## src/core/tx_ctrl_pkg.sv

```systemverilog
/*
  Shared constants and types for the bank selector and transmit control
  block. Assumes a 16-bit host I/O window of 16 byte locations.
*/
package tx_ctrl_pkg;

  // Register locations within the I/O window
  localparam logic [3:0] BSR_OFS = 4'he;
  localparam logic [3:0] TCR_OFS = 4'h0;

  // Bank selector values
  localparam logic [2:0] BANK_RST = 3'h0;
  localparam logic [2:0] BANK_LAST = 3'h4;
  localparam logic [7:0] BSR_SIG = 8'h33;
  localparam logic [7:0] NOBANK_BYTE = 8'h33;

  // Transmit control bit positions
  localparam int unsigned TCR_TRANSMIT_ENABLE_BIT = 0;
  localparam int unsigned TCR_LOOP = 1;
  localparam int unsigned TCR_FORCED_COLLISION = 2;
  localparam int unsigned TCR_TXP = 3;
  localparam int unsigned TCR_PAD = 7;
  localparam int unsigned TCR_SUPPRESS_FCS_APPEND = 8;
  localparam int unsigned TCR_MON = 10;
  localparam int unsigned TCR_OWN_FRAME_FULL_DUPLEX = 11;
  localparam int unsigned TCR_STPSQE = 12;
  localparam int unsigned TCR_EPHLOOP = 13;
  localparam int unsigned TCR_ETYPE = 14;
  localparam int unsigned TCR_SWITCHED_FULL_DUPLEX = 15;

  // Reset value and the bits that hold state
  localparam logic [15:0] TCR_RST = 16'h0000;
  localparam logic [15:0] TCR_WMASK = 16'hfd8f;

  // Host I/O request, same clock as the block
  typedef struct packed {
    logic wr;
    logic rd;
    logic [3:0] addr;
    logic [1:0] be;
    logic [15:0] wdata;
  } io_req_t;

  // Events reported by the transmitter, one-cycle pulses except busy
  typedef struct packed {
    logic busy;
    logic preamble_end;
    logic collision;
    logic underrun;
    logic sqe_fail;
    logic late_col;
    logic col16;
  } tx_evt_t;

  typedef enum logic [1:0] {
    LOOP_NONE,
    LOOP_ENDEC,
    LOOP_HANDLER
  } loop_point_t;

  // Effective settings handed to the transmit and receive logic
  typedef struct packed {
    logic crc_append;
    logic pad;
    logic no_defer;
    logic col_detect_en;
    logic eff_fdx;
    logic eff_mon;
    logic halt_sqe;
    logic net_drive_en;
    logic ignore_col_crs;
    loop_point_t loop_point;
  } tx_cfg_t;

endpackage

```

## src/core/bank_tx_ctrl.sv

```systemverilog
/*
  Bank selector and transmit control register with the transmit
  option logic they steer. Assumes a host I/O bus on clk with a
  registered read answer one cycle after rd, and a transmitter that
  reports its events as same-clock pulses.
*/
// Function
// Codes 0-4 pick a bank, 5-7 none
// Selector reachable always, except power down
// Selector upper byte reads constant 33h
// Missing bank: drop writes, bytes read 33h
// Suppress-FCS bit stops CRC append, resets zero
// Switched duplex: no deferral, no collision detect
// Switched duplex forces duplex on, monitor off
// Style low: starve when DMA passes pointer
// Style high: starve on packet match, overtaking
// Handler loopback bypasses encoder, resets low
// Host soft-resets after leaving handler loopback
// Halt bit: SQE error stops transmitter
// Duplex bit decides accepting own frames
// Host writes zero to reserved transmit bit
// Carrier monitor aborts frame, disables transmitter
// Padding fills short frames with zeros
// Host writes unpadded byte count
// Forced collision: no deferral, self-clearing
// Local loopback: ignore collision, no network
// Finish frame on disable; errors clear enable
// Underrun sets flag, clears enable
// Handler loop over local over external
module bank_tx_ctrl
  import tx_ctrl_pkg::*;
#(
  parameter int unsigned ADDR_W = 11,
  parameter int unsigned PNUM_W = 5
) (
  input wire logic clk,
  input wire logic rst,
  input wire io_req_t io_req,
  input wire logic [15:0] ext_rdata,
  input wire logic power_down,
  input wire logic soft_rst,
  input wire logic early_tx_enable,
  input wire tx_evt_t tx_evt,
  input wire logic crs_pin,
  input wire logic rx_addr_pass,
  input wire logic rx_from_self,
  input wire logic [ADDR_W-1:0] dma_addr,
  input wire logic [ADDR_W-1:0] host_ptr,
  input wire logic [PNUM_W-1:0] load_pnum,
  input wire logic [PNUM_W-1:0] tx_pnum,
  input wire logic [ADDR_W-1:0] tx_laddr,
  input wire logic [ADDR_W-1:0] load_laddr,
  output logic [15:0] io_rdata_q,
  output logic io_rvalid_q,
  output logic [2:0] bank_q,
  output logic bank_live_q,
  output tx_cfg_t cfg_q,
  output logic tx_run_q,
  output logic underrun_flag_q,
  output logic abort_suppress_fcs_append_q,
  output logic starve_dma_q,
  output logic rx_accept_q
);

  if (ADDR_W > 16 || PNUM_W > 8) begin : g_chk
    $error("bank_tx_ctrl pointer widths out of range");
  end

  logic [15:0] tcr_q;
  logic [15:0] tcr_d;
  logic [15:0] tcr_wr;
  logic [15:0] rdata_d;
  logic crs_meta_q;
  logic crs_q;
  logic bsr_hit;
  logic tcr_hit;
  logic bank_ok;
  logic bsr_wr;
  logic tcr_wr_en;
  logic err_stop;
  logic carrier_fault;
  logic starve;
  logic switched_full_duplex;
  logic eff_mon;
  logic transmit_enable_bit_set;
  loop_point_t loop_d;

  // Carrier arrives from the line, two flops before use
  always_ff @(posedge clk or posedge rst) begin
    if (rst) begin
      crs_meta_q <= 1'b0;
      crs_q <= 1'b0;
    end else begin
      crs_meta_q <= crs_pin;
      crs_q <= crs_meta_q;
    end
  end

  // Address decode; selector word answers in every bank
  assign bank_ok = bank_q <= BANK_LAST;
  assign bsr_hit = (io_req.addr[3:1] == BSR_OFS[3:1]) &&
                   !power_down;
  assign tcr_hit = (io_req.addr[3:1] == TCR_OFS[3:1]) &&
                   (bank_q == BANK_RST);
  assign bsr_wr = io_req.wr && bsr_hit && io_req.be[0];
  assign tcr_wr_en = io_req.wr && tcr_hit;

  // Bank index, low byte lane only
  always_ff @(posedge clk or posedge rst) begin
    if (rst) begin
      bank_q <= BANK_RST;
    end else if (soft_rst) begin
      bank_q <= BANK_RST;
    end else if (bsr_wr) begin
      bank_q <= io_req.wdata[2:0];
    end
  end

  // Tells the other register blocks whether the bank exists
  always_ff @(posedge clk or posedge rst) begin
    if (rst) begin
      bank_live_q <= 1'b1;
    end else if (soft_rst) begin
      bank_live_q <= 1'b1;
    end else if (bsr_wr) begin
      bank_live_q <= io_req.wdata[2:0] <= BANK_LAST;
    end
  end

  // Byte-lane merge of a host write into the control word
  always_comb begin
    tcr_wr = tcr_q;
    if (io_req.be[0]) begin
      tcr_wr[7:0] = io_req.wdata[7:0];
    end
    if (io_req.be[1]) begin
      tcr_wr[15:8] = io_req.wdata[15:8];
    end
    tcr_wr = tcr_wr & TCR_WMASK;
  end

  // Fatal conditions that stop the transmitter
  assign err_stop = tx_evt.underrun || tx_evt.late_col ||
                    tx_evt.col16 || carrier_fault ||
                    (tx_evt.sqe_fail && tcr_q[TCR_STPSQE]);

  assign transmit_enable_bit_set = tcr_wr_en && io_req.be[0] &&
                     io_req.wdata[TCR_TRANSMIT_ENABLE_BIT];

  // Host writes, then hardware clears on top of them
  always_comb begin
    tcr_d = tcr_q;
    if (tcr_wr_en) begin
      tcr_d = tcr_wr;
    end
    if (err_stop) begin
      tcr_d[TCR_TRANSMIT_ENABLE_BIT] = 1'b0;
    end
    if (tx_evt.collision && tcr_q[TCR_FORCED_COLLISION]) begin
      tcr_d[TCR_FORCED_COLLISION] = 1'b0;
    end
  end

  // Control word; soft reset drops it back to defaults
  always_ff @(posedge clk or posedge rst) begin
    if (rst) begin
      tcr_q <= TCR_RST;
    end else if (soft_rst) begin
      tcr_q <= TCR_RST;
    end else begin
      tcr_q <= tcr_d;
    end
  end

  // Underrun flag; a new underrun beats the host re-enable
  always_ff @(posedge clk or posedge rst) begin
    if (rst) begin
      underrun_flag_q <= 1'b0;
    end else if (tx_evt.underrun) begin
      underrun_flag_q <= 1'b1;
    end else if (transmit_enable_bit_set || soft_rst) begin
      underrun_flag_q <= 1'b0;
    end
  end

  // Read data; missing banks answer the fixed byte in both lanes
  always_comb begin
    rdata_d = 16'h0000;
    if (bsr_hit) begin
      rdata_d = {BSR_SIG, 5'h00, bank_q};
    end else if (power_down &&
                 io_req.addr[3:1] == BSR_OFS[3:1]) begin
      rdata_d = 16'h0000;
    end else if (!bank_ok) begin
      rdata_d = {NOBANK_BYTE, NOBANK_BYTE};
    end else if (tcr_hit) begin
      rdata_d = tcr_q;
    end else begin
      rdata_d = ext_rdata;
    end
  end

  // Answer one cycle after the read strobe
  always_ff @(posedge clk or posedge rst) begin
    if (rst) begin
      io_rdata_q <= 16'h0000;
      io_rvalid_q <= 1'b0;
    end else begin
      io_rvalid_q <= io_req.rd;
      if (io_req.rd) begin
        io_rdata_q <= rdata_d;
      end
    end
  end

  // Loop point: handler first, then local, else none
  always_comb begin
    loop_d = LOOP_NONE;
    if (tcr_q[TCR_EPHLOOP]) begin
      loop_d = LOOP_HANDLER;
    end else if (tcr_q[TCR_LOOP]) begin
      loop_d = LOOP_ENDEC;
    end
  end

  assign switched_full_duplex = tcr_q[TCR_SWITCHED_FULL_DUPLEX];
  assign eff_mon = tcr_q[TCR_MON] && !switched_full_duplex;

  // Effective settings for the transmit path
  always_ff @(posedge clk or posedge rst) begin
    if (rst) begin
      cfg_q.crc_append <= 1'b1;
      cfg_q.pad <= 1'b0;
      cfg_q.no_defer <= 1'b0;
      cfg_q.col_detect_en <= 1'b1;
      cfg_q.eff_fdx <= 1'b0;
      cfg_q.eff_mon <= 1'b0;
      cfg_q.halt_sqe <= 1'b0;
      cfg_q.net_drive_en <= 1'b1;
      cfg_q.ignore_col_crs <= 1'b0;
      cfg_q.loop_point <= LOOP_NONE;
    end else begin
      cfg_q.crc_append <= !tcr_q[TCR_SUPPRESS_FCS_APPEND];
      cfg_q.pad <= tcr_q[TCR_PAD];
      cfg_q.no_defer <= switched_full_duplex || tcr_q[TCR_FORCED_COLLISION];
      cfg_q.col_detect_en <= !switched_full_duplex && !tcr_q[TCR_LOOP];
      cfg_q.eff_fdx <= tcr_q[TCR_OWN_FRAME_FULL_DUPLEX] || switched_full_duplex;
      cfg_q.eff_mon <= eff_mon;
      cfg_q.halt_sqe <= tcr_q[TCR_STPSQE];
      cfg_q.net_drive_en <= loop_d == LOOP_NONE;
      cfg_q.ignore_col_crs <= loop_d == LOOP_ENDEC;
      cfg_q.loop_point <= loop_d;
    end
  end

  // Transmitter runs while enabled or finishing its frame
  always_ff @(posedge clk or posedge rst) begin
    if (rst) begin
      tx_run_q <= 1'b0;
    end else begin
      tx_run_q <= (tcr_d[TCR_TRANSMIT_ENABLE_BIT] ||
                   (tx_evt.busy && !err_stop)) && !soft_rst;
    end
  end

  // Frame is cut without CRC when carrier goes missing
  always_ff @(posedge clk or posedge rst) begin
    if (rst) begin
      abort_suppress_fcs_append_q <= 1'b0;
    end else begin
      abort_suppress_fcs_append_q <= carrier_fault;
    end
  end

  // Own-frame filtering for the receive path
  always_ff @(posedge clk or posedge rst) begin
    if (rst) begin
      rx_accept_q <= 1'b0;
    end else begin
      rx_accept_q <= rx_addr_pass &&
                     (tcr_q[TCR_OWN_FRAME_FULL_DUPLEX] || switched_full_duplex ||
                      !rx_from_self);
    end
  end

  // Only the active early-transmit style may starve the DMA
  always_ff @(posedge clk or posedge rst) begin
    if (rst) begin
      starve_dma_q <= 1'b0;
    end else begin
      starve_dma_q <= starve && tcr_q[TCR_TRANSMIT_ENABLE_BIT];
    end
  end

  underrun_guard #(
    .ADDR_W(ADDR_W),
    .PNUM_W(PNUM_W)
  ) u_guard (
    .clk(clk),
    .rst(rst),
    .early_en(early_tx_enable),
    .style(tcr_q[TCR_ETYPE]),
    .dma_addr(dma_addr),
    .host_ptr(host_ptr),
    .load_pnum(load_pnum),
    .tx_pnum(tx_pnum),
    .tx_laddr(tx_laddr),
    .load_laddr(load_laddr),
    .starve_q(starve)
  );

  // Local loopback ignores carrier, so the monitor is gated off
  carrier_watch u_crs (
    .clk(clk),
    .rst(rst),
    .enable(eff_mon && !tcr_q[TCR_LOOP]),
    .busy(tx_evt.busy),
    .preamble_end(tx_evt.preamble_end),
    .crs(crs_q),
    .fault_q(carrier_fault)
  );

endmodule // bank_tx_ctrl

```

## src/core/carrier_watch.sv

```systemverilog
/*
  Own-carrier monitor for the transmitter. Flags a frame whose carrier
  is missing at the end of preamble or drops later in the frame.
  Assumes crs is already synchronised to clk.
*/
module carrier_watch
  import tx_ctrl_pkg::*;
(
  input wire logic clk,
  input wire logic rst,
  input wire logic enable,
  input wire logic busy,
  input wire logic preamble_end,
  input wire logic crs,
  output logic fault_q
);

  logic armed_q;

  // Armed from end of preamble until the frame ends or faults
  always_ff @(posedge clk or posedge rst) begin
    if (rst) begin
      armed_q <= 1'b0;
    end else if (!busy || !enable || fault_q) begin
      armed_q <= 1'b0;
    end else if (preamble_end && crs) begin
      armed_q <= 1'b1;
    end
  end

  // One pulse per faulty frame
  always_ff @(posedge clk or posedge rst) begin
    if (rst) begin
      fault_q <= 1'b0;
    end else begin
      fault_q <= enable && busy && !fault_q &&
                 ((preamble_end && !crs) || (armed_q && !crs));
    end
  end

endmodule // carrier_watch

```

## src/core/underrun_guard.sv

```systemverilog
/*
  Early transmit underrun detector. Compares the transmit DMA position
  against the loading position and asks for the DMA to be starved.
  Assumes all inputs come from logic on the same clock.
*/
module underrun_guard
  import tx_ctrl_pkg::*;
#(
  parameter int unsigned ADDR_W = 11,
  parameter int unsigned PNUM_W = 5
) (
  input wire logic clk,
  input wire logic rst,
  input wire logic early_en,
  input wire logic style,
  input wire logic [ADDR_W-1:0] dma_addr,
  input wire logic [ADDR_W-1:0] host_ptr,
  input wire logic [PNUM_W-1:0] load_pnum,
  input wire logic [PNUM_W-1:0] tx_pnum,
  input wire logic [ADDR_W-1:0] tx_laddr,
  input wire logic [ADDR_W-1:0] load_laddr,
  output logic starve_q
);

  if (ADDR_W < 1 || PNUM_W < 1) begin : g_chk
    $error("underrun_guard widths must be positive");
  end

  logic starve_d;

  // Style picks packet-aware or plain pointer comparison
  always_comb begin
    starve_d = 1'b0;
    if (early_en) begin
      if (style) begin
        starve_d = (load_pnum == tx_pnum) && (tx_laddr > load_laddr);
      end else begin
        starve_d = dma_addr > host_ptr;
      end
    end
  end

  always_ff @(posedge clk or posedge rst) begin
    if (rst) begin
      starve_q <= 1'b0;
    end else begin
      starve_q <= starve_d;
    end
  end

endmodule // underrun_guard

```

## config.mk

```make
export PLATFORM = sky130hd
export DESIGN_NAME = bank_tx_ctrl
export DESIGN_NICKNAME = d
export VERILOG_FILES = /design/src/core/tx_ctrl_pkg.sv /design/src/core/bank_tx_ctrl.sv /design/src/core/carrier_watch.sv /design/src/core/underrun_guard.sv
export SDC_FILE = /design/constraint.sdc
export NUM_CORES = 1
export LEC_CHECK = 0
export BUFFER_PORTS_ARGS = -buffer_cell sky130_fd_sc_hd__buf_2
export CORE_MARGIN = 2
export CORE_UTILIZATION = 42
export CTS_BUF_LIST = sky130_fd_sc_hd__clkbuf_4 sky130_fd_sc_hd__clkbuf_8
export DETAILED_ROUTE_END_ITERATION = 6
export HOLD_SLACK_MARGIN = 0.1
export PLACE_DENSITY = 0.75
export SLEW_MARGIN = 20
export SYNTH_ARGS = -nofsm -noshare
export SYNTH_HDL_FRONTEND = slang
export SYNTH_SLANG_ARGS = --single-unit
```

## constraint.sdc

```tcl
create_clock -name clk -period 1.7 [get_ports clk]
set_input_delay 0.34 -clock clk [delete_from_list [all_inputs] [get_ports clk]]
set_output_delay 0.34 -clock clk [all_outputs]
set_load 0.005 [all_outputs]
```

==> impl_results.md, run 1 <==
* Slew Limit Fails at 0
* Finished Cell Area at approximately 3900 um^2
* RSZ-0062 raised after global routing: true
* DRT Wirelength at 7200 um
* Reg2reg path depth at 6
* Crit Path Max Fanout at 7
* Final setup TNS at -0.000752 ns
* Port Buffers at 140
* Setup Viol. Count Final at 1
* HP Class: in2reg
* Met1 usage at about 25%
* Share of layout cells above drive strength 1 at 41.2%
* Number of global-route vias before repair at ~2600
* End of the critical path: tcr_q[12]
* Number of DRC markers in iteration 0 at approximately 110
* CTS tree: done
* Core area at ~6400 um^2
* Setup crit start kind: register
* Antenna viol nets, final at 0
* Avg WL per Cell at around 14 um
* Fill cell count at approximately 560
* R2r endpoint: tcr_q[12]
* Worst R2R Start: bank_q[2]
* Crit Path Class: reg2reg
* Flop-to-flop setup slack at -0.0008 ns
* Buf/Inv on CP at 2
* Num Clock Sinks at 53
* DP HPWL at 5820 um
* Die Y at roughly 86 um
* Gr busiest metal: met2
* # rows at 29
* Layout Nets at ~570
* Antenna cells at 0
* Fin crit share at 100%
* Top cells by area, synth: dfrtp_1 (44%), ha_1 (9.8%), mux2i_1 (7.1%), inv_1 (5.7%), dfstp_2 (3.7%)
* Slew HR at between 60% and 70%
* Post-Synthesis Cell Area at about 2800 um^2
* Worst hold slack at 0.139 ns
* Worst Skew at 0.00346 ns
* Synth top area share at between 40% and 50%
* Root buffer cell: clkbuf_8
* Worst Setup SP: bank_q[2]
* Synth Instances at approximately 280
* Commonest non-fill, non-tap cells in the layout: buf_2 (140), dfrtp_1 (49), inv_1 (42)
* Commonest non-fill, non-tap cell in the layout: buf_2
* PwrDens at between 600 and 700 nW/um^2
* Worst EP required at around 1.9 ns
* Max IR drop VDD at a little over 0.4 mV
* DIE WIDTH at 85.8 um
* Failing checks: design-rule violations, negative setup slack
* Status: finished with violations
* Final worst setup slack at -0.000752 ns
* Die ar. at roughly 7400 um^2
* Global Route Usage Sum at a little over 20%
* Tot Pwr at about 2.6 mW
* Initial antenna violation count at 0
* Htree depth at 2
* Placed cells at roughly 510
* Data arrival, critical path at about 1.9 ns
* Area added between synthesis and finish at 38.6%
* Library cells used by synthesis at between 40 and 50
* Overflow after GRT at 0
* Clock Path Buffers at 2
* Placer Congestion at 0.846
* Worst-Margin Slew at 0.492 ns
* Routing usage on met2 at a little over a third
* Register area at around 1300 um^2
* Crit. path cell count at 6
* P_leak at roughly 2.2 nW
* Total of max-cap violations at 0
* Final min period at about 1.7 ns
* Initial Util at 43.8%
* Max stage delay on crit path at between 0.4 and 0.5 ns
* Clk Latency, worst-skew pair at around 0.30 ns
* Worst setup EP type: register
* Seq/Total Area, Yosys at a little under half
* Vias at 2655
* DP Area at between 3000 and 4000 um^2
* Crit-path cells: or4_4 > buf_6 > nor3_4 > buf_12 > mux2i_1 > nor2_1
* Slowest cell on the critical path: or4_4
* Fin. Hold Viols at 0
* Layout Cells excl Fill at roughly 520
* Reg clk slew, reported paths at approximately 0.090 ns
* Initial DRT Pass Iterations at 7
* Syn_area_per_cell at between 9 and 10 um^2
* Largest net degree at the start of global routing at 54
* Peak Freq at slightly below 600 MHz
* Critical path's top delay family: simple AND/OR/NAND/NOR gates
* Drt drc at 11
* Synth area leader: dfrtp_1
* Mapped Nets at 414
* First-pass GRT wire length at about 12000 um
* Met3 Use GR at 4.52%
* Top Ports at ~150
* CTS Buf Count at 5
* Multi-input logic area at ~1300 um^2
* Synth warn at 0
* Post-synthesis register bit count at between 50 and 60
* Mean number of vias per cell at about 5.1
==> cell type report <==
type,count,area share [%]
Tap cell,77,2.47
Multi-Input combinational cell,179,33.8
Clock inverter,1,0.128
Sequential cell,53,34.2
Clock buffer,7,2.47
Inverter,43,4.14
Timing Repair Buffer,161,22.8
==> stage by stage <==
stage	util [%]	worst slack (ns)
after global placement	58.2	-0.228
after CTS	60.2	-0.0360
after global routing	60.6	-0.0901
after floorplan	-	-0.0394
final	60.6	-0.000752
after detailed placement	58.2	-0.246
==> routing by layer <==
layer | wire, um | part of all wire (%)
met1 | 2960 | 41
met4 | 38 | 0.53
met3 | 594 | 8.3
met5 | 0 | 0
met2 | 3610 | 50
==> where the power goes <==
group	switching, mW	internal (mW)	leakage [nW]
registers	0.0260	1.32	0.688
logic	0.242	0.254	1.43
clock network	0.398	0.369	0.0542
==> synth_stat cells (all sizes together) <==
master	number
or4	1
and2	1
a2111oi	2
nor2b	4
or2	3
clkbuf	5
o21a	1
a21oi	12
dfstp	4
ha	22
a211oi	10
nand2	11
o311ai	1
o32ai	1
nand3	4
a31oi	1
a21o	1
dfrtp	49
nor2	25
mux2i	20
nor4	5
o22ai	12
inv	43
or3	1
xnor2	1
buf	3
nand4	6
o211ai	2
nand3b	3
a211o	1
nor3	5
xor2	4
and3	5
nand2b	3
nand4b	2
a21boi	1
o21ai	8
==> sequential cells by signal (all words and copies together) (netlist names) <==
name	cells
io_rdata_q	16
tcr_q	12
cfg_q	10
bank_q	3
abort_suppress_fcs_append_q	1
bank_live_q	1
crs_meta_q	1
crs_q	1
io_rvalid_q	1
rx_accept_q	1
starve_dma_q	1
tx_run_q	1
u_crs.armed_q	1
u_crs.fault_q	1
u_guard.starve_q	1
underrun_flag_q	1
==> repair_timing <==
item                                    CTS  global route
gates resized for setup                   2             5
endpoints found under the setup margin   11            14
pin swaps                                 2             2
hold buffers                              1             0
hold endpoints to repair                 49             0
setup buffers                             1             0
==> worst min path at each step <==
stage | startpoint | end | cells past startpoint
6_report | crs_pin | crs_meta_q | 1
3_5_place_dp | crs_meta_q | crs_q | 0
2_1_floorplan | crs_meta_q | crs_q | 0
3_3_place_gp | crs_meta_q | crs_q | 0
5_1_grt | crs_pin | crs_meta_q | 1
4_1_cts | crs_pin | crs_meta_q | 1
==> cell families after synthesis <==
logic type | count (synthesis) | synth area share (%)
AOI/OAI and AO/OA | 53 | 12.0
adders and majority gates | 22 | 9.80
xor gates and xnor gates | 5 | 1.56
DFF | 53 | 47.4
buffers and inverters | 51 | 7.26
and+or+nand+nor | 79 | 14.9
muxes | 20 | 7.12
Note: power is estimated with default switching activity, not from simulation.
==> inputs of run 2 (changes only) <==
- CELL_PAD_IN_SITES_DETAIL_PLACEMENT: default -> 1
- CELL_PAD_IN_SITES_GLOBAL_PLACEMENT: default -> 1
- CORE_UTILIZATION: 42 -> 31
- PLACE_DENSITY: 0.75 -> 0.76
==> run 2 against run 1 <==
Against the previous run: the run ends with negative setup slack left; via count increased by 2.5%; sequential share of layout area decreased by 0.35 points; flip-flop and latch count unchanged; hold slack improved by 0.0024 ns; global-route usage decreased by 3.2 points; die area increased by 34%; total power decreased by 0.81%; first-iteration DRC count decreased by 31%; critical path type unchanged.
==> impl_results.md, run 2 (synthesized netlist as in run 1, its figures left out) <==
* CTS Buf Count at 5 (unchanged)
* Final worst setup slack at -0.0704 ns (was -0.000752 ns)
* Initial Util at 32.1% (was 43.8%)
* Area added between synthesis and finish at 40.0% (was 38.6%)
* Final min period at 1.77 ns (was 1.70 ns)
* Hold path startpoint: crs_pin (unchanged)
* Number of flip-flops in the largest register at 16 (unchanged)
* Peak Freq at 565 MHz (was 588 MHz)
* Drt drc at 0 (was 11)
* Worst Skew at 0.00645 ns (was 0.00346 ns)
* Number of global-route vias before repair at 2838 (was 2632)
* Global Route Usage Sum at 17.1% (was 20.2%)
* Die Y at 99.2 um (was 85.8 um)
* Htree depth at 2 (unchanged)
* Slew HR at 67.7% (was 66.3%)
* Worst hold slack at 0.141 ns (was 0.139 ns)
* HP Class: in2reg (unchanged)
* Largest net degree at the start of global routing at 54 (unchanged)
* DP HPWL at 6970 um (was 5820 um)
* Commonest non-fill, non-tap cell in the layout: buf_2 (unchanged)
* Flop pwr share at 52.1% (was 51.5%)
* Initial antenna violation count at 0 (unchanged)
* Num Clock Sinks at 53 (unchanged)
* Overflow after GRT at 0 (unchanged)
* Max IR drop VDD at 0.295 mV (was 0.404 mV)
* Clock Path Buffers at 2 (unchanged)
* Worst-Margin Slew at 0.472 ns (was 0.492 ns)
* Antenna viol nets, final at 0 (unchanged)
* Fin. Hold Viols at 0 (unchanged)
* Worst hold stages at 1 (unchanged)
* Most flop-heavy register: io_rdata_q (unchanged)
* Worst EP required at 1.93 ns (was 1.88 ns)
* Fin util at 44.9% (was 60.6%)
* PwrDens at 657 nW/um^2 (was 669 nW/um^2)
* Crit Path Class: reg2reg (unchanged)
* Biggest regs: io_rdata_q x16, tcr_q x12, cfg_q x10 (unchanged)
* Internal power at 1.91 mW (was 1.94 mW)
* P_leak at 2.16 nW (was 2.17 nW)
* Worst R2R Start: bank_q[2] (unchanged)
* Antenna cells at 0 (unchanged)
* CTS tree: done (unchanged)
* Mean number of vias per cell at 4.94 (was 5.10)
* Sw frac at 26.0% (was 25.5%)
* R2r endpoint: tx_run_q (was tcr_q[12])
* Setup Viol. Count Final at 10 (was 1)
* Clock power frac at 28.3% (was 29.4%)
* Reg clk slew, reported paths at 0.09 ns (about the same)
* Finished Cell Area at 3940 um^2 (was 3890 um^2)
* Setup crit start kind: register (unchanged)
* NetSw at 673 uW (was 666 uW)
* Die ar. at 9840 um^2 (was 7360 um^2)
* Final setup TNS at -0.344 ns (was -0.000752 ns)
* DRT Wirelength at 8410 um (was 7200 um)
* Failing checks: negative setup slack (was design-rule violations, negative setup slack)
* Share of layout cells above drive strength 1 at 41.1% (was 41.2%)
* Flop-to-flop setup slack at -0.07 ns (was -0.0008 ns)
* Placer Congestion at 0.797 (was 0.846)
* Tot Pwr at 2.59 mW (was 2.61 mW)
* Fin crit share at 104% (was 100%)
* Total of max-cap violations at 0 (unchanged)
* Layout Nets at 574 (unchanged)
* DP Area at 3780 um^2 (was 3740 um^2)
* Port Buffers at 140 (unchanged)
* Worst hold endpoint: crs_meta_q (unchanged)
* Worst setup EP type: register (unchanged)
* Status: finished with violations (unchanged)
* Crit Path Max Fanout at 6 (was 7)
* Initial DRT Pass Iterations at 4 (was 7)
* Core area at 8760 um^2 (was 6420 um^2)
* Avg WL per Cell at 15.3 um (was 13.8 um)
* # rows at 34 (was 29)
* Number of DRC markers in iteration 0 at 74 (was 107)
* RSZ-0062 raised after global routing: true (unchanged)
* Root buffer cell: clkbuf_8 (unchanged)
* Data arrival, critical path at 2.00 ns (was 1.88 ns)
* Top Ports at 146 (unchanged)
* Clk Latency, worst-skew pair at 0.30 ns (about the same)
* Commonest non-fill, non-tap cells in the layout: buf_2 (140), dfrtp_1 (49), inv_1 (42) (unchanged)
* Gate power share at 19.6% (was 19.0%)
* Vias at 2721 (was 2655)
* Reg2reg path depth at 5 (was 6)
* First-pass GRT wire length at 13500 um (was 11800 um)
* Slew Limit Fails at 0 (unchanged)
* DIE WIDTH at 99.2 um (was 85.8 um)
==> run 2: cell count changes in the layout (fill, tap and decap cells not counted), sizes merged <==
cell / previous run / this run
clkinv: 1 / 0
==> run 2: worst max-delay path by stage <==
stage	start	end	slack, ns	depth (start not counted)
after floorplan	io_req[21]	tx_run_q	-0.04	5
after global placement	dma_addr[4]	u_guard.starve_q	-0.22	7
after detailed placement	io_req[21]	tx_run_q	-0.26	6
after CTS	bank_q[2]	tcr_q[15]	-0.07	6
after global routing	bank_q[2]	tcr_q[15]	-0.13	6
final	bank_q[2]	tx_run_q	-0.07	5
==> run 2: power by group through the flow <==
stage | clock (mW) | sequential [mW] | combinational, mW
after floorplan | 0 | 1.37 | 0.224
after global placement | 0 | 1.37 | 0.481
after detailed placement | 0 | 1.37 | 0.504
after CTS | 0.759 | 1.35 | 0.509
after global routing | 0.805 | 1.35 | 0.576
final | 0.732 | 1.35 | 0.507
==> run 2: repair_timing <==
action | CTS | global route
setup buffers | 0 | 0
setup endpoints to repair | 12 | 19
resized for setup | 2 | 9
hold endpoints to repair | 49 | 0
hold buffers | 1 | 0
pin swaps | 0 | 2
==> run 2: stage by stage <==
stage / setup WS, ns / cells
floorplan: -0.0394 / 283
global placement: -0.219 / 543
detailed placement: -0.255 / 543
CTS: -0.0710 / 551
global route: -0.129 / 551
finish: -0.0704 / 551
==> run 2: area by class of cell <==
cell class	instances	area (um^2)
fillers	1064	4830
flip-flops and latches	53	1330
multi-input cells	179	1320
repair buffers	161	897
inverters	43	161
well taps	108	135
clock buffers	7	90.1
==> run 2: critical path, stage by stage (launching register included) <==
cell and delay [ns]:
dfrtp_1 0.41, or4_4 0.45, or3_1 0.35, buf_6 0.17, mux2i_4 0.19, a21oi_2 0.14
==> run 2: per-layer routing <==
layer | vias up | part of all wire [%] | GRT usage (%) | wire [um]
li1 | 1300 | - | - | -
met3 | 6 | 7.6 | 3.72 | 635
met2 | 115 | 51 | 31.3 | 4300
met4 | 0 | 0.76 | 2.95 | 64
met1 | 1300 | 41 | 20.8 | 3410
met5 | - | 0 | 0 | 0
==> inputs of run 3 (changes only) <==
- HOLD_SLACK_MARGIN: 0.1 -> default
- REMOVE_ABC_BUFFERS: default -> 1
==> run 3 against run 2 <==
Against the previous run: the run still ends with negative setup slack left; setup slack improved by 0.054 ns; fmax rose by 3.2%; core utilization barely moved; first-iteration DRC count fell by 16%; total power rose by 3.5%; critical path depth rose by 1; non-clock buffer count fell by 2; combinational power barely moved; wire length barely moved; final area barely moved; cell count fell by 0.36%; critical path type unchanged; highest routed layer unchanged.
==> impl_results.md, run 3 (synthesized netlist as in run 1, its figures left out) <==
* Initial antenna violation count at 0 (unchanged)
* Htree depth at 2 (unchanged)
* Initial Util at 32.1% (unchanged)
* Data arrival, critical path at 1.89 ns (was 2.00 ns)
* Drt drc at 0 (unchanged)
* Worst EP required at 1.88 ns (was 1.93 ns)
* Sw frac at 25.2% (was 26.0%)
* Max stage delay on crit path at 0.45 ns (about the same)
* Share of layout cells above drive strength 1 at 41.3% (was 41.1%)
* Most flop-heavy register: io_rdata_q (unchanged)
* Port Buffers at 140 (unchanged)
* DIE WIDTH at 99.2 um (unchanged)
* Number of global-route vias before repair at 2854 (was 2838)
* Final worst setup slack at -0.0160 ns (was -0.0704 ns)
* Placed cells at 541 (was 543)
* NetSw at 676 uW (was 673 uW)
* R2r endpoint: tcr_q[11] (was tx_run_q)
* Crit-path cells: or4_4 > buf_6 > nor3_4 > buf_12 > mux2i_1 > nor2_1 (was or4_4 > or3_1 > buf_6 > mux2i_4 > a21oi_2)
* Worst Skew at 0.0117 ns (was 0.00645 ns)
* RSZ-0062 raised after global routing: true (unchanged)
* Clock Path Buffers at 2 (unchanged)
* Mean number of vias per cell at 4.85 (was 4.94)
* Crit Path Class: reg2reg (unchanged)
* PwrDens at 681 nW/um^2 (was 657 nW/um^2)
* Internal power at 2.00 mW (was 1.91 mW)
* Worst-Margin Slew at 0.364 ns (was 0.472 ns)
* DP Area at 3760 um^2 (was 3780 um^2)
* Number of flip-flops in the largest register at 16 (unchanged)
* CTS tree: done (unchanged)
* Antenna viol nets, final at 0 (unchanged)
* DRT Wirelength at 8410 um (about the same)
* Reg clk slew, reported paths at 0.09 ns (about the same)
* Area added between synthesis and finish at 40.0% (about the same)
* Top Ports at 146 (unchanged)
* Flop pwr share at 50.3% (was 52.1%)
* Setup crit start kind: register (unchanged)
* Crit Path Max Fanout at 7 (was 6)
* Max IR drop VDD at 0.303 mV (was 0.295 mV)
* Worst setup EP type: register (unchanged)
* Commonest non-fill, non-tap cell in the layout: buf_2 (unchanged)
* P_leak at 2.15 nW (was 2.16 nW)
* Total of max-cap violations at 0 (unchanged)
* Num Clock Sinks at 53 (unchanged)
* Die Y at 99.2 um (unchanged)
* Initial DRT Pass Iterations at 4 (unchanged)
* Biggest regs: io_rdata_q x16, tcr_q x12, cfg_q x10 (unchanged)
* Global Route Usage Sum at 17.1% (about the same)
* Largest net degree at the start of global routing at 54 (unchanged)
* Dpl ws at -0.261 ns (was -0.255 ns)
* Commonest non-fill, non-tap cells in the layout: buf_2 (140), dfrtp_1 (49), inv_1 (42) (unchanged)
* Clock power frac at 30.7% (was 28.3%)
* Placer Congestion at 0.813 (was 0.797)
* Layout Cells excl Fill at 549 (was 551)
* Final min period at 1.72 ns (was 1.77 ns)
* Number of DRC markers in iteration 0 at 62 (was 74)
* Multi-input logic area at 1330 um^2 (was 1320 um^2)
* CTS Buf Count at 5 (unchanged)
* Layout Nets at 572 (was 574)
* Slowest cell on the critical path: or4_4 (unchanged)
* HP Class: in2async (was in2reg)
* Hold_buf cts at 0 (was 1)
* # rows at 34 (unchanged)
* DP HPWL at 6940 um (was 6970 um)
* Register area at 1330 um^2 (unchanged)
* Gate power share at 19.0% (was 19.6%)
* Fin crit share at 101% (was 104%)
* Peak Freq at 583 MHz (was 565 MHz)
* Die ar. at 9840 um^2 (unchanged)
* Failing checks: negative setup slack (unchanged)
* Status: finished with violations (unchanged)
* Worst R2R Start: bank_q[2] (unchanged)
* Setup Viol. Count Final at 3 (was 10)
* Reg2reg path depth at 6 (was 5)
* First-pass GRT wire length at 13500 um (unchanged)
* Slew HR at 75.1% (was 67.7%)
* Antenna cells at 0 (unchanged)
* Vias at 2664 (was 2721)
* Slew Limit Fails at 0 (unchanged)
* Fin. Hold Viols at 0 (unchanged)
* Fill cell count at 1054 (was 1064)
* Core area at 8760 um^2 (unchanged)
* Clk Latency, worst-skew pair at 0.31 ns (was 0.30 ns)
* Flop-to-flop setup slack at -0.02 ns (was -0.07 ns)
* Overflow after GRT at 0 (unchanged)
* Root buffer cell: clkbuf_8 (unchanged)
* Finished Cell Area at 3930 um^2 (was 3940 um^2)
* Avg WL per Cell at 15.3 um (about the same)
-- run 3: changes by cell type in the layout (fill, tap and decap cells not counted), sizes merged --
cell / before / now
bufinv: 0 / 1
buf: 160 / 159
clkinv: 0 / 1
clkbuf: 7 / 5
dlygate4sd3: 1 / 0
-- run 3: cell type report --
cell class                      count  area share [%]
Inverter                           43            4.10
Sequential cell                    53            33.8
Timing Repair Buffer              159            22.3
Tap cell                          108            3.44
Clock inverter                      2           0.891
Multi-Input combinational cell    179            33.7
Clock buffer                        5            1.75
-- run 3: power by group through the flow --
stage | logic (mW) | clock network, mW | registers (mW)
4_1_cts | 0.508 | 0.853 | 1.35
3_5_place_dp | 0.501 | 0 | 1.37
3_3_place_gp | 0.483 | 0 | 1.37
2_1_floorplan | 0.211 | 0 | 1.37
5_1_grt | 0.574 | 0.910 | 1.36
6_report | 0.509 | 0.821 | 1.35
-- run 3: layer usage --
metal  GRT usage, %  up-vias  share of wire, %
met2           30.9      115                49
li1               -     1298                 -
met3           4.57       10               8.2
met4           2.85        0               1.1
met1           20.6     1241                42
met5              0        -                 0
-- run 3: worst max-delay path: cells and delay by family, from the launching register on --
kind | cells | cell delay, ns
multiplexers | 1 | 0.20
flip-flops | 1 | 0.39
AND/OR/NAND/NOR | 3 | 0.70
buffers and inverters | 2 | 0.31
-- run 3: worst max path at each step --
stage                     startpoint         to
after floorplan            bank_q[2]   tx_run_q
after CTS                  bank_q[2]  tcr_q[11]
after global routing       bank_q[2]   tcr_q[8]
after global placement    io_req[19]   tx_run_q
after detailed placement  io_req[19]   tcr_q[2]
final                      bank_q[2]  tcr_q[11]
-- run 3: stage by stage --
step / util, % / hold WS [ns] / power [mW] / TNS [ns]
2_1_floorplan: - / 0.331 / 1.58 / -2.83
3_3_place_gp: 42.9 / 0.339 / 1.85 / -2.66
3_5_place_dp: 42.9 / 0.343 / 1.87 / -3.32
4_1_cts: 44.4 / 0.0846 / 2.71 / -0.0471
5_1_grt: 44.9 / 0.0893 / 2.84 / -0.583
6_report: 44.9 / 0.0727 / 2.68 / -0.0244
-- run 3: timing repair --
item / CTS / global route
resized for setup: 3 / 9
buffers inserted: 1 / 0
pin swaps: 2 / 6
cloned: 0 / 0
endpoints found under the setup margin: 19 / 20
